**config.mk**
```make
export PLATFORM = sky130hd
export DESIGN_NAME = ssw_top
export DESIGN_NICKNAME = d
export VERILOG_FILES = /design/src/hdl/ssw_pkg.sv /design/src/hdl/ssw_sync.sv /design/src/hdl/ssw_top.sv
export SDC_FILE = /design/constraint.sdc
export NUM_CORES = 1
export LEC_CHECK = 0
export BUFFER_PORTS_ARGS = -buffer_cell sky130_fd_sc_hd__buf_4
export CORE_MARGIN = 5
export CORE_UTILIZATION = 35
export CTS_BUF_LIST = sky130_fd_sc_hd__clkbuf_2
export CTS_CLUSTER_SIZE = 14
export DETAILED_ROUTE_END_ITERATION = 7
export GPL_ROUTABILITY_DRIVEN = 0
export HOLD_SLACK_MARGIN = 0.08
export PLACE_DENSITY = 0.6
export SYNTH_ARGS = -nofsm -noshare
export SYNTH_HDL_FRONTEND = slang
export SYNTH_SLANG_ARGS = --single-unit
```
**constraint.sdc**
```tcl
create_clock -name CLK_I -period 2.9 [get_ports CLK_I]
set_input_delay 0.58 -clock CLK_I [delete_from_list [all_inputs] [get_ports CLK_I]]
set_output_delay 0.58 -clock CLK_I [all_outputs]
set_load 0.02 [all_outputs]
```
**src/hdl/ssw_pkg.sv**
```systemverilog
// Purpose: Shared constants for the supply supervisor (reset and warning).
// Assumes: 32-bit AHB-Lite register bus, 20 MHz clock.
// Notes:   Offsets are byte addresses inside the slave window.
package ssw_pkg;

  // ----------------------------------------------------------------------
  // Register map
  // ----------------------------------------------------------------------
  localparam int unsigned     ADDR_W          = 8;
  localparam logic [7:0]      CTRL_OFS        = 8'h00;
  localparam logic [7:0]      STATUS_OFS      = 8'h04;

  localparam int unsigned     CTRL_EN_BIT     = 0;
  localparam logic            CTRL_EN_RST     = 1'b0;

  localparam int unsigned     STAT_WARN_BIT   = 0;
  localparam int unsigned     STAT_BROWN_BIT  = 1;
  localparam int unsigned     STAT_PIN_BIT    = 2;
  localparam int unsigned     STAT_LVL_LSB    = 3;
  localparam int unsigned     STAT_BOREN_BIT  = 5;
  localparam int unsigned     STAT_LONG_BIT   = 6;

  // ----------------------------------------------------------------------
  // Option-byte settings and reset values
  // ----------------------------------------------------------------------
  localparam logic [1:0]      LVL_LOW         = 2'h0;
  localparam logic [1:0]      LVL_MED         = 2'h1;
  localparam logic [1:0]      LVL_HIGH        = 2'h2;
  localparam logic [1:0]      LVL_RST         = LVL_LOW;
  localparam logic            SLR_EN_RST      = 1'b1;
  localparam logic            LONG_DLY_RST    = 1'b0;
  localparam logic            WARN_LVL_RST    = 1'b1;
  localparam logic            SUP_OK_RST      = 1'b0;
  localparam logic            BROWN_FLAG_RST  = 1'b0;

  // Warning comparator sits this far above the selected reset level
  localparam int unsigned     WARN_ABOVE_MV   = 200;

  // ----------------------------------------------------------------------
  // Timing
  // ----------------------------------------------------------------------
  localparam int unsigned     CNT_W           = 13;
  localparam logic [12:0]     DLY_SHORT_CYC   = 13'h0100;
  localparam logic [12:0]     DLY_LONG_CYC    = 13'h1000;
  localparam int unsigned     SYNC_W          = 13;

  // ----------------------------------------------------------------------
  // Reset sequencer states
  // ----------------------------------------------------------------------
  typedef enum logic [2:0] {
    SEQ_BROWN = 3'b001,
    SEQ_DELAY = 3'b010,
    SEQ_RUN   = 3'b100
  } ssw_state_t;

endpackage

```
**src/hdl/ssw_sync.sv**
```systemverilog
// Purpose: Two-flop synchroniser for asynchronous comparator and pin levels.
// Assumes: Inputs are slow levels, no bus coherency needed between bits.
// Notes:   First stage is read by the second stage only.
module ssw_sync #(
  parameter int unsigned W = 1
) (
  // Clock and reset
  input  wire logic         CLK_I,
  input  wire logic         SYS_RST_I,
  // Levels
  input  wire logic [W-1:0] ASYNC_I,
  output      logic [W-1:0] SYNC_O
);

  logic [W-1:0] meta;
  logic [W-1:0] next_meta;
  logic [W-1:0] next_sync;

  always_comb begin
    next_meta = ASYNC_I;
    next_sync = meta;
  end

  always_ff @(posedge CLK_I) begin
    if (SYS_RST_I) begin
      meta   <= '0;
      SYNC_O <= '0;
    end else begin
      meta   <= next_meta;
      SYNC_O <= next_sync;
    end
  end

endmodule

```
**src/hdl/ssw_top.sv**
```systemverilog
// Purpose: Brownout reset with hysteresis, early supply warning, AHB-Lite regs.
// Assumes: Comparator outputs are asynchronous; option bits are static straps.
// Notes:   Brownout flag survives the internal reset; SYS_RST_I or a write of 1 to STATUS bit 1 clears it.

// Function
// - Internal reset held while supply below threshold
// - Hardware sets brownout flag on brownout
// - Rising and falling reset thresholds give hysteresis
// - Option byte picks low, medium, high level
// - Drive external reset pin low during brownout
// - Option byte can disable brownout reset entirely
// - Warning level follows selected reset level choice
// - Warning comparison also uses hysteresis
// - Warning level is read-only real-time status
// - Interrupt on every warning level toggle
// - No rising warning interrupt within reset delay
// - Enable while below gives an interrupt
// - Enable after threshold passed gives one interrupt
module ssw_top (
  // Clock and reset
  input  wire logic        CLK_I,
  input  wire logic        SYS_RST_I,
  // Comparators, one bit per level (low, medium, high)
  input  wire logic [2:0]  SUP_ABOVE_RISE_I,
  input  wire logic [2:0]  SUP_ABOVE_FALL_I,
  input  wire logic [2:0]  WARN_ABOVE_RISE_I,
  input  wire logic [2:0]  WARN_ABOVE_FALL_I,
  // Option byte
  input  wire logic [1:0]  OPT_LEVEL_I,
  input  wire logic        OPT_SLR_EN_I,
  input  wire logic        OPT_LONG_DLY_I,
  // External reset pin, open drain
  input  wire logic        EXT_RST_N_I,
  output      logic        EXT_RST_N_O,
  output      logic        EXT_RST_OE_N_O,
  // Internal reset and warning event
  output      logic        INT_RST_O,
  output      logic        WARN_IRQ_O,
  // AHB-Lite slave
  input  wire logic        HSEL_I,
  input  wire logic [31:0] HADDR_I,
  input  wire logic [1:0]  HTRANS_I,
  input  wire logic        HWRITE_I,
  input  wire logic [2:0]  HSIZE_I,
  input  wire logic [31:0] HWDATA_I,
  input  wire logic        HREADY_I,
  output      logic [31:0] HRDATA_O,
  output      logic        HREADYOUT_O,
  output      logic        HRESP_O
);

  // ----------------------------------------------------------------------
  // Synchronisers
  // ----------------------------------------------------------------------
  logic [12:0] sync_in;
  logic [12:0] sync_out;
  logic [2:0]  s_sup_rise;
  logic [2:0]  s_sup_fall;
  logic [2:0]  s_warn_rise;
  logic [2:0]  s_warn_fall;
  logic        s_pin;

  assign sync_in = {EXT_RST_N_I, WARN_ABOVE_FALL_I, WARN_ABOVE_RISE_I,
                    SUP_ABOVE_FALL_I, SUP_ABOVE_RISE_I};

  ssw_sync #(
    .W (ssw_pkg::SYNC_W)
  ) u_sync (
    .CLK_I     (CLK_I),
    .SYS_RST_I (SYS_RST_I),
    .ASYNC_I   (sync_in),
    .SYNC_O    (sync_out)
  );

  assign s_sup_rise  = sync_out[2:0];
  assign s_sup_fall  = sync_out[5:3];
  assign s_warn_rise = sync_out[8:6];
  assign s_warn_fall = sync_out[11:9];
  assign s_pin       = sync_out[12];

  // Picks the comparator of the selected level; code 3 falls back to high
  function automatic logic pick_lvl(input logic [2:0] v, input logic [1:0] lvl);
    case (lvl)
      ssw_pkg::LVL_LOW: pick_lvl = v[0];
      ssw_pkg::LVL_MED: pick_lvl = v[1];
      default:          pick_lvl = v[2];
    endcase
  endfunction

  // ----------------------------------------------------------------------
  // State
  // ----------------------------------------------------------------------
  ssw_pkg::ssw_state_t state;
  ssw_pkg::ssw_state_t next_state;
  logic [12:0] cnt;
  logic [12:0] next_cnt;
  logic        cfg_loaded;
  logic        next_cfg_loaded;
  logic [1:0]  cfg_lvl;
  logic [1:0]  next_cfg_lvl;
  logic        cfg_slr_en;
  logic        next_cfg_slr_en;
  logic        cfg_long;
  logic        next_cfg_long;
  logic        sup_ok;
  logic        next_sup_ok;
  logic        warn_lvl;
  logic        next_warn_lvl;
  logic        warn_prev;
  logic        next_warn_prev;
  logic        warn_en;
  logic        next_warn_en;
  logic        en_prev;
  logic        next_en_prev;
  logic        brown_flag;
  logic        next_brown_flag;
  logic        ext_oe_n;
  logic        next_ext_oe_n;
  logic        irq;
  logic        next_irq;
  logic        wr_pend;
  logic        next_wr_pend;
  logic [7:0]  wr_addr;
  logic [7:0]  next_wr_addr;
  logic [31:0] rdata;
  logic [31:0] next_rdata;

  logic        slr_active;
  logic        int_rst;
  logic        addr_ok;
  logic        wr_ctrl;
  logic        clr_brown;
  logic [31:0] status_word;
  logic [31:0] ctrl_word;

  // Strap read directly until latched, so the cfg_slr_en reset value never decides the first cycle
  assign slr_active = (cfg_loaded ? cfg_slr_en : OPT_SLR_EN_I) & ~sup_ok;
  assign int_rst    = (state != ssw_pkg::SEQ_RUN);
  assign addr_ok    = HSEL_I & HTRANS_I[1] & HREADY_I;
  assign wr_ctrl    = wr_pend & (wr_addr == ssw_pkg::CTRL_OFS);
  assign clr_brown  = wr_pend & (wr_addr == ssw_pkg::STATUS_OFS)
                      & HWDATA_I[ssw_pkg::STAT_BROWN_BIT];

  always_comb begin
    status_word = '0;
    status_word[ssw_pkg::STAT_WARN_BIT]  = warn_lvl;
    status_word[ssw_pkg::STAT_BROWN_BIT] = brown_flag;
    status_word[ssw_pkg::STAT_PIN_BIT]   = s_pin;
    status_word[ssw_pkg::STAT_LVL_LSB +: 2] = cfg_lvl;
    status_word[ssw_pkg::STAT_BOREN_BIT] = cfg_slr_en;
    status_word[ssw_pkg::STAT_LONG_BIT]  = cfg_long;
    ctrl_word = '0;
    ctrl_word[ssw_pkg::CTRL_EN_BIT] = warn_en;
  end

  // ----------------------------------------------------------------------
  // Next-value logic
  // ----------------------------------------------------------------------
  always_comb begin
    next_cfg_loaded = 1'b1;
    next_cfg_lvl    = cfg_lvl;
    next_cfg_slr_en = cfg_slr_en;
    next_cfg_long   = cfg_long;
    // Straps caught once after reset release, never while running
    if (!cfg_loaded) begin
      next_cfg_lvl    = OPT_LEVEL_I;
      next_cfg_slr_en = OPT_SLR_EN_I;
      next_cfg_long   = OPT_LONG_DLY_I;
    end

    // Reset threshold hysteresis: up on rising, down below falling
    next_sup_ok = sup_ok;
    if (pick_lvl(s_sup_rise, cfg_lvl)) begin
      next_sup_ok = 1'b1;
    end else if (!pick_lvl(s_sup_fall, cfg_lvl)) begin
      next_sup_ok = 1'b0;
    end

    // Warning comparators are the set tied to the same level choice
    next_warn_lvl = warn_lvl;
    if (pick_lvl(s_warn_rise, cfg_lvl)) begin
      next_warn_lvl = 1'b0;
    end else if (!pick_lvl(s_warn_fall, cfg_lvl)) begin
      next_warn_lvl = 1'b1;
    end
    next_warn_prev = warn_lvl;

    next_state = state;
    next_cnt   = cnt;
    case (state)
      ssw_pkg::SEQ_BROWN: begin
        if (!slr_active) begin
          next_state = ssw_pkg::SEQ_DELAY;
          next_cnt   = ((cfg_loaded ? cfg_long : OPT_LONG_DLY_I) ?
                        ssw_pkg::DLY_LONG_CYC : ssw_pkg::DLY_SHORT_CYC) - 13'h0001;
        end
      end
      ssw_pkg::SEQ_DELAY: begin
        if (slr_active) begin
          next_state = ssw_pkg::SEQ_BROWN;
        end else if (cnt == 13'h0000) begin
          next_state = ssw_pkg::SEQ_RUN;
        end else begin
          next_cnt = cnt - 13'h0001;
        end
      end
      ssw_pkg::SEQ_RUN: begin
        if (slr_active) begin
          next_state = ssw_pkg::SEQ_BROWN;
        end
      end
      default: begin
        next_state = ssw_pkg::SEQ_BROWN;
      end
    endcase

    // Set beats a clear that lands in the same cycle
    next_brown_flag = brown_flag;
    if (clr_brown) begin
      next_brown_flag = 1'b0;
    end
    if (slr_active) begin
      next_brown_flag = 1'b1;
    end

    next_ext_oe_n = ~slr_active;

    next_warn_en = warn_en;
    if (wr_ctrl) begin
      next_warn_en = HWDATA_I[ssw_pkg::CTRL_EN_BIT];
    end
    if (int_rst) begin
      next_warn_en = ssw_pkg::CTRL_EN_RST;
    end
    next_en_prev = warn_en;

    // Edges seen during the internal reset are absorbed by warn_prev
    next_irq = ~int_rst & warn_en & (warn_lvl != warn_prev);
    if (~int_rst & warn_en & ~en_prev & warn_lvl) begin
      next_irq = 1'b1;
    end
    // Enable while above: no event until the next crossing

    next_wr_pend = addr_ok & HWRITE_I;
    next_wr_addr = wr_addr;
    next_rdata   = rdata;
    if (addr_ok) begin
      next_wr_addr = HADDR_I[7:0];
      if (!HWRITE_I) begin
        case (HADDR_I[7:0])
          ssw_pkg::CTRL_OFS:   next_rdata = ctrl_word;
          ssw_pkg::STATUS_OFS: next_rdata = status_word;
          default:             next_rdata = 32'h0000_0000;
        endcase
      end
    end
  end

  // ----------------------------------------------------------------------
  // Registers
  // ----------------------------------------------------------------------
  always_ff @(posedge CLK_I) begin
    if (SYS_RST_I) begin
      state      <= ssw_pkg::SEQ_BROWN;
      cnt        <= 13'h0000;
      cfg_loaded <= 1'b0;
      cfg_lvl    <= ssw_pkg::LVL_RST;
      cfg_slr_en <= ssw_pkg::SLR_EN_RST;
      cfg_long   <= ssw_pkg::LONG_DLY_RST;
      sup_ok     <= ssw_pkg::SUP_OK_RST;
      warn_lvl   <= ssw_pkg::WARN_LVL_RST;
      warn_prev  <= ssw_pkg::WARN_LVL_RST;
      warn_en    <= ssw_pkg::CTRL_EN_RST;
      en_prev    <= ssw_pkg::CTRL_EN_RST;
      brown_flag <= ssw_pkg::BROWN_FLAG_RST;
      ext_oe_n   <= 1'b1;
      irq        <= 1'b0;
      wr_pend    <= 1'b0;
      wr_addr    <= 8'h00;
      rdata      <= 32'h0000_0000;
    end else begin
      state      <= next_state;
      cnt        <= next_cnt;
      cfg_loaded <= next_cfg_loaded;
      cfg_lvl    <= next_cfg_lvl;
      cfg_slr_en <= next_cfg_slr_en;
      cfg_long   <= next_cfg_long;
      sup_ok     <= next_sup_ok;
      warn_lvl   <= next_warn_lvl;
      warn_prev  <= next_warn_prev;
      warn_en    <= next_warn_en;
      en_prev    <= next_en_prev;
      brown_flag <= next_brown_flag;
      ext_oe_n   <= next_ext_oe_n;
      irq        <= next_irq;
      wr_pend    <= next_wr_pend;
      wr_addr    <= next_wr_addr;
      rdata      <= next_rdata;
    end
  end

  assign INT_RST_O      = int_rst;
  assign EXT_RST_N_O    = 1'b0;
  assign EXT_RST_OE_N_O = ext_oe_n;
  assign WARN_IRQ_O     = irq;
  assign HRDATA_O       = rdata;
  assign HREADYOUT_O    = 1'b1;
  assign HRESP_O        = 1'b0;
endmodule

```
After elaboration in Yosys (flattened, before gate mapping)
Cells that the tools add are included.
W data, S select, Z words.
{"block": "classes", "n_bitwise": 16, "add_sub_neg": 2, "eq_ne": 15, "n_mux": 27, "n_reduce_logical": 10}
{"op": "$mux W13", "n": 4}
{"op": "$pmux W13 S2", "n": 1}
{"op": "$sub A13 B1 Y13 const B", "n": 2}
{"op": "$eq A8 B3 Y1 const B", "n": 2}
{"op": "$logic_not A8 Y1", "n": 2}
{"op": "$pmux W7 S2", "n": 1}
{"op": "$logic_not A13 Y1", "n": 1}
{"op": "$mux W1", "n": 12}
{"op": "$mux W3", "n": 4}
{"op": "$ne A2 B2 Y1 const B", "n": 6}
{"op": "$and A1 B1 Y1", "n": 11}
{"op": "$pmux W3 S3", "n": 1}
{"op": "$pmux W1 S2", "n": 4}
{"op": "$ne A3 B3 Y1 const B", "n": 2}
{"op": "$not A1 Y1", "n": 5}
{"op": "$reduce_and A4 Y1", "n": 1}
{"op": "$reduce_bool A2 Y1", "n": 2}
{"op": "$eq A3 B1 Y1 const B", "n": 1}
{"op": "$eq A3 B2 Y1 const B", "n": 1}
{"op": "$eq A3 B3 Y1 const B", "n": 1}
{"op": "$reduce_and A3 Y1", "n": 1}
{"op": "$eq A2 B1 Y1 const B", "n": 1}
{"op": "$logic_not A2 Y1", "n": 1}
{"op": "$reduce_and A2 Y1", "n": 1}
{"op": "2 further kinds", "n": 2}
{"block": "totals", "regBits": 96, "in_bits": 91, "out_inout_bits": 38, "word_cells": 89}

Longest topological paths before layout
Gate-level depths: netlist (run 1).
{"block": "depth", "depth_word": 6, "depth_mapped": 7, "mapped_depth_nobuf": 5}

By module
A second synthesis (run 1) with hierarchy kept.
{"block": "hier_totals", "cells_unflattened": 308, "area_unflattened_um2": 2892.8}
{"module": "ssw_top", "seq_area_each_um2": 900.9, "cells_per_inst": 254, "instances": 1, "area_each_um2": 2192.1}
{"module": "ssw_sync", "seq_area_each_um2": 520.5, "cells_per_inst": 54, "instances": 1, "area_each_um2": 700.7}

Worst setup path after synthesis (run 1)
OpenSTA, ideal clock, no wires.
{"block": "synth_timing", "path_kind": "flip-flop to flip-flop", "start": "register cnt[0]", "end": "register cnt[6]", "required_time_ns": 2.772, "path_buffers": 1, "stages_incl_launch_ff": 7, "period_less_slack_ns": 1.972, "setup_time_ns": 0.128, "arrival_time_ns": 1.844, "setup_slack_ns": 0.928, "cell_sequence": "dfxtp_1 -> or4_4 -> buf_6 -> or4_1 -> a21o_1 -> a22oi_1 -> nor2_1"}
{"block": "synth_between", "elab_chain_cells": 4, "word_cells_on_any_way": 7, "cone_classes": "add/sub: 1; eq/ne: 1; mux: 3; reduce/logical: 2"}
{"element": "start: declaration", "line": "ssw_top.sv:95", "source": "logic [12:0] cnt;"}
{"element": "start signal: assignment", "line": "ssw_top.sv:283", "source": "cnt <= next_cnt;"}
{"element": "$sub A13 B1 Y13", "line": "ssw_top.sv:204", "source": "next_cnt = cnt - 13'h0001;"}
{"element": "$mux W13", "line": "ssw_top.sv:201", "source": "end else if (cnt == 13'h0000) begin"}
{"element": "$mux W13", "line": "ssw_top.sv:199", "source": "if (slr_active) begin"}
{"element": "$pmux W13 S2", "line": "ssw_top.sv:190", "source": "case (state)"}
Parallel ways exist; a longest one is shown, timed or not. The select of a mux whose other input is x is not followed.
A chain may end at the register's enable or synchronous reset.

Worst setup path after layout (run 1)
{"block": "layout_timing", "start": "register state[0]", "end": "output INT_RST_O"}
{"block": "layout_between", "elab_chain_cells": 1}
{"element": "start: declaration", "line": "ssw_top.sv:93", "source": "ssw_pkg::ssw_state_t state;"}
{"element": "start signal: assignment", "line": "ssw_top.sv:264", "source": "state <= ssw_pkg::SEQ_BROWN;"}
{"element": "start signal: assignment", "line": "ssw_top.sv:282", "source": "state <= next_state;"}
{"element": "$ne A3 B3 Y1", "line": "ssw_top.sv:138", "source": "assign int_rst = (state != ssw_pkg::SEQ_RUN);"}
{"element": "end: declaration", "line": "ssw_top.sv:37", "source": "output logic INT_RST_O,"}
No other way between the ends.

==> impl_metrics.json, run 1 <==
{
  "clock_path_buffers": 2,
  "fin_setup_tns_ns": 0,
  "rsz0062_at_grt": "no",
  "io_buffers": 42,
  "cts.sinks": 71,
  "timing.critical_path.arrival_ns": 1.64,
  "max_freq_mhz": 451,
  "final_hold_viol_count": 0,
  "layout.area.seq_mm2": 0.00142,
  "holdCritStartpoint": "WARN_ABOVE_RISE_I[2]",
  "avgViaCountPerCell": 4.63,
  "whs_path_depth": 2,
  "final_nets": 436,
  "htree_levels": 3,
  "final_antenna_net_count": 0,
  "grt_pass1_wl_um": 9000,
  "fp.dieH_um": 100,
  "ys.warnings.count": 0,
  "clock_latency_ns": 0.51,
  "rows": 33,
  "syn_inst": 308,
  "power_frac_comb": 0.141,
  "root_buffer": "clkbuf_2",
  "antenna_found_initial": 1,
  "cts.clk_slew.worst_paths_ns": 0.18,
  "p_per_area_mw_per_mm2": 549,
  "vdd_drop_max_v": 0.000337,
  "synthArstFlopShare": 0,
  "switchingPower_w": 0.000526,
  "drt-wirelength-per-cell_um": 12.0,
  "gr-total-overflow": 0,
  "yosys_most_used_dff": "dfxtp_1",
  "final_layout_size_suffix_gt1_frac": 0.198,
  "fillers": 850,
  "ff2ff_setup_slack_ns": 0.73,
  "outcome": "finished clean",
  "multiInputGateArea_mm2": 0.00124,
  "core_mm2": 0.00809,
  "tritoncts": "yes",
  "place_ws_ns": 0.559,
  "start_kind": "flip-flop",
  "num_vias": 2105,
  "min_to": "u_sync.meta[8]$_SDFF_PP0_",
  "rr_startpoint": "cfg_loaded$_DFF_P_",
  "dpl.hpwl_um": 3780,
  "rr_worst_depth": 5,
  "fin_crit_sh": 0.765,
  "syn_to_final_growth_pct": 12.3,
  "drt_wl_total_um": 5450,
  "final.setup.worst_slack_ns": 0.682,
  "swShare": 0.298,
  "sequentialPowerShare": 0.606,
  "crit_required_ns": 2.32,
  "synth_commonest_cells": "71 x dfxtp_1, 31 x buf_4, 31 x nand2_1",
  "setup-violations-final": 0,
  "drc": 0,
  "tightestPinTransition_ns": 0.696,
  "yosysTopAreaCell": "dfxtp_1",
  "hold_buffers": 0,
  "p_int_w": 0.00124,
  "yosys.cell_count.top_type": "dfxtp_1",
  "drt_pass1_iterations": 5,
  "post-cts-setup-buffers": 0,
  "hold_class": "input port to flip-flop",
  "start_util": 0.354,
  "grt_pass1_vias": 1977,
  "leakage_nw": 1.30,
  "die_area_mm2": 0.0101,
  "drt-initial-drc-count": 62,
  "skew_ns": 0.0152,
  "ios": 129,
  "p_clk_frac": 0.253,
  "drv_slew": 0,
  "fp.dieW_um": 100,
  "synth_edf_count": 0,
  "final.min_clock_period_ns": 2.22,
  "cap_viol_max_count": 0,
  "ys_seq_elements": 71,
  "grt_max_degree": 66,
  "yosysTopAreaCellShare": 0.497,
  "grt_usage": 0.114,
  "cts_resized": 0,
  "synth_area_mm2": 0.00286,
  "ys_top_cells_by_area": "dfxtp_1 50%, buf_4 8.1%, nor2b_1 6.1%",
  "syn_avg_cell_area_um2": 9.29,
  "reg2reg_to": "cnt[3]$_SDFFE_PP0P_",
  "cts_buffers": 9,
  "crit_type": "flip-flop to primary output",
  "synth-seq-area-share": 0.497,
  "ys_types": 46,
  "slew_headroom": 0.535,
  "cp-end-kind": "primary output",
  "cp_max_fo": 10
}
sequential cells by signal, summed over array words and instances (netlist names):
signal / cells
cfg_loaded: 1
state: 3
u_sync.meta: 13
next_en_prev: 1
EXT_RST_OE_N_O: 1
u_sync.SYNC_O: 13
wr_pend: 1
warn_prev: 1
cnt: 13
cfg_slr_en: 1
sup_ok: 1
cfg_long: 1
cfg_lvl: 2
next_warn_prev: 1
HRDATA_O: 7
brown_flag: 1
wr_addr: 8
WARN_IRQ_O: 1
en_prev: 1
cell families (layout without fill, tap and decap cells):
| logic type | Yosys count | in the layout | share of synthesized area |
|---|---|---|---|
| buffers and inverters | 47 | 62 | 0.105 |
| flip-flops | 71 | 71 | 0.497 |
| other | 2 | 29 | 0.00262 |
| multiplexers | 10 | 10 | 0.0354 |
| XOR/XNOR | 1 | 1 | 0.00306 |
| AO/OA/AOI/OAI | 59 | 59 | 0.139 |
| AND/OR/NAND/NOR | 118 | 118 | 0.218 |
power by group through the flow:
stage | clock network (W) | logic [W] | registers (W)
after floorplan | 0 | 0.000227 | 0.00108
after global placement | 0 | 0.000246 | 0.00109
after detailed placement | 0 | 0.000250 | 0.00109
after CTS | 0.000464 | 0.000251 | 0.00107
after global routing | 0.000506 | 0.000282 | 0.00108
final | 0.000446 | 0.000249 | 0.00107
metrics by stage:
stage / utilization / total power (W) / std cells / instance area, µm² / hold WS (ns)
6_report: 0.397 / 0.00176 / 455 / 3210 / 0.268
5_1_grt: 0.397 / 0.00187 / 455 / 3210 / 0.211
4_1_cts: 0.397 / 0.00178 / 454 / 3210 / 0.223
3_5_place_dp: 0.387 / 0.00134 / 439 / 3130 / 0.420
3_3_place_gp: 0.387 / 0.00133 / 439 / 3130 / 0.417
2_1_floorplan: - / 0.00130 / 334 / 2960 / 0.414
critical path, stage by stage, from the launching register on:
cell and delay [ns]:
dfxtp_1 0.44, or3_1 0.50, buf_4 0.20
cell type report:
| cell class | instances | share of cell area |
|---|---|---|
| Clock buffer | 9 | 0.0140 |
| Antenna cell | 1 | 0.000779 |
| Sequential cell | 71 | 0.442 |
| Timing Repair Buffer | 43 | 0.100 |
| Clock inverter | 6 | 0.0121 |
| Multi-Input combinational cell | 216 | 0.385 |
| Inverter | 4 | 0.00467 |
| Tap cell | 105 | 0.0409 |
worst max-delay path by stage:
stage | slack, ns | end | from
after global placement | 0.59 | cnt[2]$_SDFFE_PP0P_ | OPT_SLR_EN_I
after floorplan | 0.93 | cnt[6]$_SDFFE_PP0P_ | cnt[0]$_SDFFE_PP0P_
after global routing | 0.42 | cnt[2]$_SDFFE_PP0P_ | cfg_loaded$_DFF_P_
after detailed placement | 0.56 | cnt[1]$_SDFFE_PP0P_ | OPT_SLR_EN_I
after CTS | 0.64 | INT_RST_O | state[0]$_SDFFE_PP1P_
final | 0.68 | INT_RST_O | state[0]$_SDFFE_PP1P_
routing by layer:
metal,track usage,share of wire,up-vias
met5,0,0,-
met4,0.0642,0.018,0
met3,0.0445,0.068,9
met2,0.181,0.47,59
met1,0.131,0.45,958
li1,-,-,1079
placed cells by master, fill, tap and decap left out, types with 9 or more instances in the layout:
master,count
dfxtp_1,71
nand2_1,31
buf_4,43
conb_1,28
nor2_1,27
clkbuf_2,9
mux2i_1,9
a21oi_1,19
o21ai_0,9
nor2b_1,28
Power figures use the tool's default switching activity.
==> run 2, diff against run 1 <==
Clock period 2.9 ns to 2.2 ns, I/O delays scaled along.
==> impl_metrics.json, run 2 (same netlist as run 1, synthesis figures left out) <==
{
  "fin_setup_tns_ns": 0,
  "leakage_nw": 1.40,
  "tightestPinTransition_ns": 0.608,
  "crit_type": "flip-flop to primary output",
  "place_ws_ns": 0.125,
  "cts.sinks": 71,
  "fin_crit_sh": 0.957,
  "drt-initial-drc-count": 100,
  "cts_resized": 0,
  "outcome": "finished clean",
  "fp.dieW_um": 100,
  "timing.critical_path.arrival_ns": 1.66,
  "max_freq_mhz": 475,
  "crit_required_ns": 1.76,
  "grt_usage": 0.112,
  "layout.area.seq_mm2": 0.00142,
  "n_antenna_cell": 0,
  "io_buffers": 42,
  "cts.clk_slew.worst_paths_ns": 0.21,
  "root_buffer": "clkbuf_2",
  "final_common_cell": "dfxtp_1",
  "die_area_mm2": 0.0101,
  "hold_class": "input port to flip-flop",
  "final_hold_viol_count": 0,
  "dpl.hpwl_um": 3950,
  "cpMostUsedCell": "buf_4",
  "fillers": 802,
  "start_kind": "flip-flop",
  "cts_buffers": 9,
  "drt_pass1_iterations": 4,
  "avgViaCountPerCell": 4.61,
  "setup-violations-final": 0,
  "top_regs": "cnt: 13 flops, u_sync.SYNC_O: 13 flops, u_sync.meta: 13 flops",
  "cp_max_fo": 9,
  "drt_wl_total_um": 5400,
  "grt_pass1_vias": 1990,
  "path_cells": "buf_4 > or3_1 > buf_4",
  "cp-end-kind": "primary output",
  "antenna_found_initial": 0,
  "rows": 33,
  "ios": 129,
  "final_layout_size_suffix_gt1_frac": 0.218,
  "final_antenna_net_count": 0,
  "drt-wirelength-per-cell_um": 11.6,
  "multiInputGateArea_mm2": 0.00124,
  "start_util": 0.354,
  "grt_pass1_wl_um": 8990,
  "fp.dieH_um": 100,
  "post-cts-setup-buffers": 0,
  "rsz0062_at_grt": "no",
  "layout_common_cells": "71 x dfxtp_1, 51 x buf_4, 31 x nand2_1",
  "syn_to_final_growth_pct": 18.8,
  "gr-total-overflow": 0,
  "num_vias": 2155,
  "drc": 0,
  "core_mm2": 0.00809,
  "final.min_clock_period_ns": 2.10,
  "crit_buf_inv": 2,
  "ff2ff_setup_slack_ns": 0.16,
  "skew_ns": 0.0130,
  "cp_top_family": "simple AND/OR/NAND/NOR gates",
  "slew_headroom": 0.589,
  "tritoncts": "yes",
  "critPathSlowestCell": "or3_1",
  "cap_viol_max_count": 0,
  "final.setup.worst_slack_ns": 0.0953,
  "clock_latency_ns": 0.50,
  "htree_levels": 3,
  "vdd_drop_max_v": 0.000356,
  "clock_path_buffers": 2,
  "drv_slew": 0,
  "grt_max_degree": 42,
  "p_per_area_mw_per_mm2": 811,
  "final_nets": 448,
  "max_stage_delay_ns": 0.46
}
==> run 2: cell count changes in the layout (fill, tap and decap cells not counted), sizes merged <==
cell         change
bufinv           +3
clkinvlp         -1
dlygate4sd3      +4
diode            -1
buf              +8
clkinv           -3
inv              +2
==> run 2: layout make-up <==
cell class / count / share of cell area
sequential: 71 / 0.418
multi-input combinational: 216 / 0.364
timing repair buffer: 55 / 0.124
tap: 105 / 0.0386
clock inverter: 7 / 0.0375
clock buffer: 9 / 0.0132
inverter: 4 / 0.00442
==> run 2: repair_timing <==
| item | CTS | global route |
|---|---|---|
| hold endpoints to repair | 4 | 0 |
| hold buffers | 4 | 0 |
| setup endpoints to repair | 0 | 0 |
==> run 2: power by group <==
group	internal, W	switching (W)
combinational	0.000159	0.000203
sequential	0.00136	0.0000473
clock	0.000506	0.000485
total	0.00202	0.000736
==> run 2: final timing paths <==
| path | startpoint | endpoint | cells past startpoint |
|---|---|---|---|
| worst max-delay path | state[0]$_SDFFE_PP1P_ | INT_RST_O | 3 |
| worst min register to register | u_sync.meta[7]$_SDFF_PP0_ | u_sync.SYNC_O[7]$_SDFF_PP0_ | 1 |
| worst min-delay path | EXT_RST_N_I | u_sync.meta[12]$_SDFF_PP0_ | 2 |
| worst max register to register | cnt[8]$_SDFFE_PP0P_ | cnt[9]$_SDFFE_PP0P_ | 5 |
==> run 2: per-layer routing <==
layer,global-route usage,part of all wire,up-vias
met3,0.0466,0.078,4
met2,0.190,0.49,61
met1,0.127,0.42,986
li1,-,-,1104
met5,0,0,-
met4,0.0404,0.011,0
==> run 2: worst reg2reg max path: cells and delay by family (launching register included) <==
kind | cells | cell delay (ns)
and+or+nand+nor | 3 | 1.07
DFF | 1 | 0.38
AOI/OAI and AO/OA | 2 | 0.54
==> run 2: through the flow <==
step                power, W  instance area, µm²   util  instances  hold WS, ns
global route         0.00289                3400  0.420        467       0.0863
detailed placement   0.00179                3190  0.394        447        0.421
finish               0.00276                3400  0.420        467        0.121
CTS                  0.00279                3400  0.420        467       0.0802
global placement     0.00178                3190  0.394        447        0.418
floorplan            0.00172                2960      -        334        0.414
==> run 3, diff against run 2 <==
Settings changed: CORE_ASPECT_RATIO set to 1.1.
==> impl_metrics.json, run 3 (same netlist as run 1, synthesis figures left out) <==
{
  "outcome": "finished clean",
  "clock_path_buffers": 2,
  "grt_max_degree": 66,
  "max_freq_mhz": 479,
  "fp.dieH_um": 105,
  "final_layout_size_suffix_gt1_frac": 0.208,
  "fin_setup_tns_ns": 0,
  "syn_to_final_growth_pct": 16.4,
  "rr_startpoint": "cnt[8]$_SDFFE_PP0P_",
  "core_mm2": 0.00796,
  "max_stage_delay_ns": 0.43,
  "drt_pass1_iterations": 4,
  "vdd_drop_max_v": 0.000350,
  "fp.dieW_um": 96.2,
  "cp-end-kind": "primary output",
  "tightestPinTransition_ns": 0.637,
  "p_per_area_mw_per_mm2": 724,
  "worstSetupEndpoint": "INT_RST_O",
  "die_area_mm2": 0.0101,
  "grt_usage": 0.109,
  "dpl.hpwl_um": 3740,
  "antenna_found_initial": 0,
  "start_util": 0.360,
  "drt_wl_total_um": 5320,
  "drc": 0,
  "htree_levels": 3,
  "worstSetupStartpoint": "state[0]$_SDFFE_PP1P_",
  "ios": 129,
  "top_regs": "cnt: 13 flops, u_sync.SYNC_O: 13 flops, u_sync.meta: 13 flops",
  "grt_pass1_wl_um": 8670,
  "gr-total-overflow": 0,
  "drv_slew": 0,
  "final.min_clock_period_ns": 2.09,
  "skew_ns": 0.0227,
  "cts_buffers": 9,
  "cts_resized": 0,
  "drt-wirelength-per-cell_um": 11.3,
  "final_common_cell": "dfxtp_1",
  "post-cts-setup-buffers": 0,
  "reg2reg_to": "cnt[9]$_SDFFE_PP0P_",
  "drt-initial-drc-count": 102,
  "crit_type": "flip-flop to primary output",
  "rows": 34,
  "io_buffers": 42,
  "hold_class": "input port to flip-flop",
  "multiInputGateArea_mm2": 0.00124,
  "path_cells": "buf_4 > or3_1 > buf_4",
  "rr_worst_depth": 5,
  "final_util": 0.419,
  "final_nets": 447,
  "slew_headroom": 0.575,
  "layout_common_cells": "71 x dfxtp_1, 47 x buf_4, 31 x nand2_1",
  "tritoncts": "yes",
  "final_antenna_net_count": 0,
  "final_hold_viol_count": 0,
  "rsz0062_at_grt": "no",
  "gr-usage-met2": 0.172,
  "num_vias": 2145,
  "cpMostUsedCell": "buf_4",
  "leakage_nw": 1.35,
  "grt_pass1_vias": 1943,
  "layout.area.seq_mm2": 0.00142,
  "avgViaCountPerCell": 4.57,
  "fin_crit_sh": 0.949,
  "grt_most_used_layer": "met2",
  "grtUsageMet1": 0.134,
  "critPathSlowestCell": "or3_1",
  "cap_viol_max_count": 0,
  "timing.critical_path.arrival_ns": 1.65,
  "crit_required_ns": 1.76,
  "fillers": 802,
  "cp_max_fo": 9,
  "hold_buffers": 1,
  "cts.sinks": 71,
  "setup-violations-final": 0,
  "start_kind": "flip-flop",
  "cts.clk_slew.worst_paths_ns": 0.22,
  "n_antenna_cell": 0,
  "root_buffer": "clkbuf_2",
  "ff2ff_setup_slack_ns": 0.19,
  "use_met3": 0.0453,
  "clock_latency_ns": 0.52
}
[run 3: changes by cell type in the layout (fill, tap and decap cells not counted), sizes merged]
cell,delta
buf,-4
bufinv,-3
dlygate4sd3,+3
clkinvlp,+2
inv,+1
[run 3: worst min-delay path by stage]
stage | from | endpoint | slack [ns] | cells after the start
global route | WARN_ABOVE_FALL_I[2] | u_sync.meta[11]$_SDFF_PP0_ | 0.08 | 2
CTS | WARN_ABOVE_RISE_I[2] | u_sync.meta[8]$_SDFF_PP0_ | 0.08 | 2
detailed placement | u_sync.meta[5]$_SDFF_PP0_ | u_sync.SYNC_O[5]$_SDFF_PP0_ | 0.42 | 1
global placement | u_sync.meta[7]$_SDFF_PP0_ | u_sync.SYNC_O[7]$_SDFF_PP0_ | 0.42 | 1
floorplan | u_sync.meta[0]$_SDFF_PP0_ | u_sync.SYNC_O[0]$_SDFF_PP0_ | 0.41 | 1
finish | WARN_ABOVE_FALL_I[2] | u_sync.meta[11]$_SDFF_PP0_ | 0.11 | 2
[run 3: metrics by stage]
stage	hold slack (ns)	instances	total power [W]	cell area [µm²]	worst slack, ns
after floorplan	0.414	334	0.00172	2960	0.228
after global placement	0.419	446	0.00177	3160	0.201
after detailed placement	0.420	446	0.00178	3160	0.193
after CTS	0.0805	463	0.00243	3270	0.0796
after global routing	0.0848	469	0.00255	3330	0.0348
final	0.108	469	0.00241	3330	0.113
[run 3: layout make-up]
type / count / share of cell area
inverter: 4 / 0.00451
timing repair buffer: 54 / 0.127
sequential: 71 / 0.427
clock buffer: 9 / 0.0135
clock inverter: 7 / 0.0165
tap: 108 / 0.0406
multi-input combinational: 216 / 0.371
[run 3: critical path, delay by kind of cell (launching register included)]
family / cells / cell delay [ns]
AND/OR/NAND/NOR: 1 / 0.43
buffers and inverters: 2 / 0.35
flip-flops: 1 / 0.36
[run 3: report_power, final]
part | switching (W) | internal (W)
clock | 0.000492 | 0.000160
sequential | 0.0000464 | 0.00136
combinational | 0.000202 | 0.000156
total | 0.000740 | 0.00167
[run 3: per-layer routing]
metal  part of all wire  wire length [µm]
met5                  0                 0
met4              0.014                75
met3              0.079               420
met2               0.47              2520
met1               0.43              2300
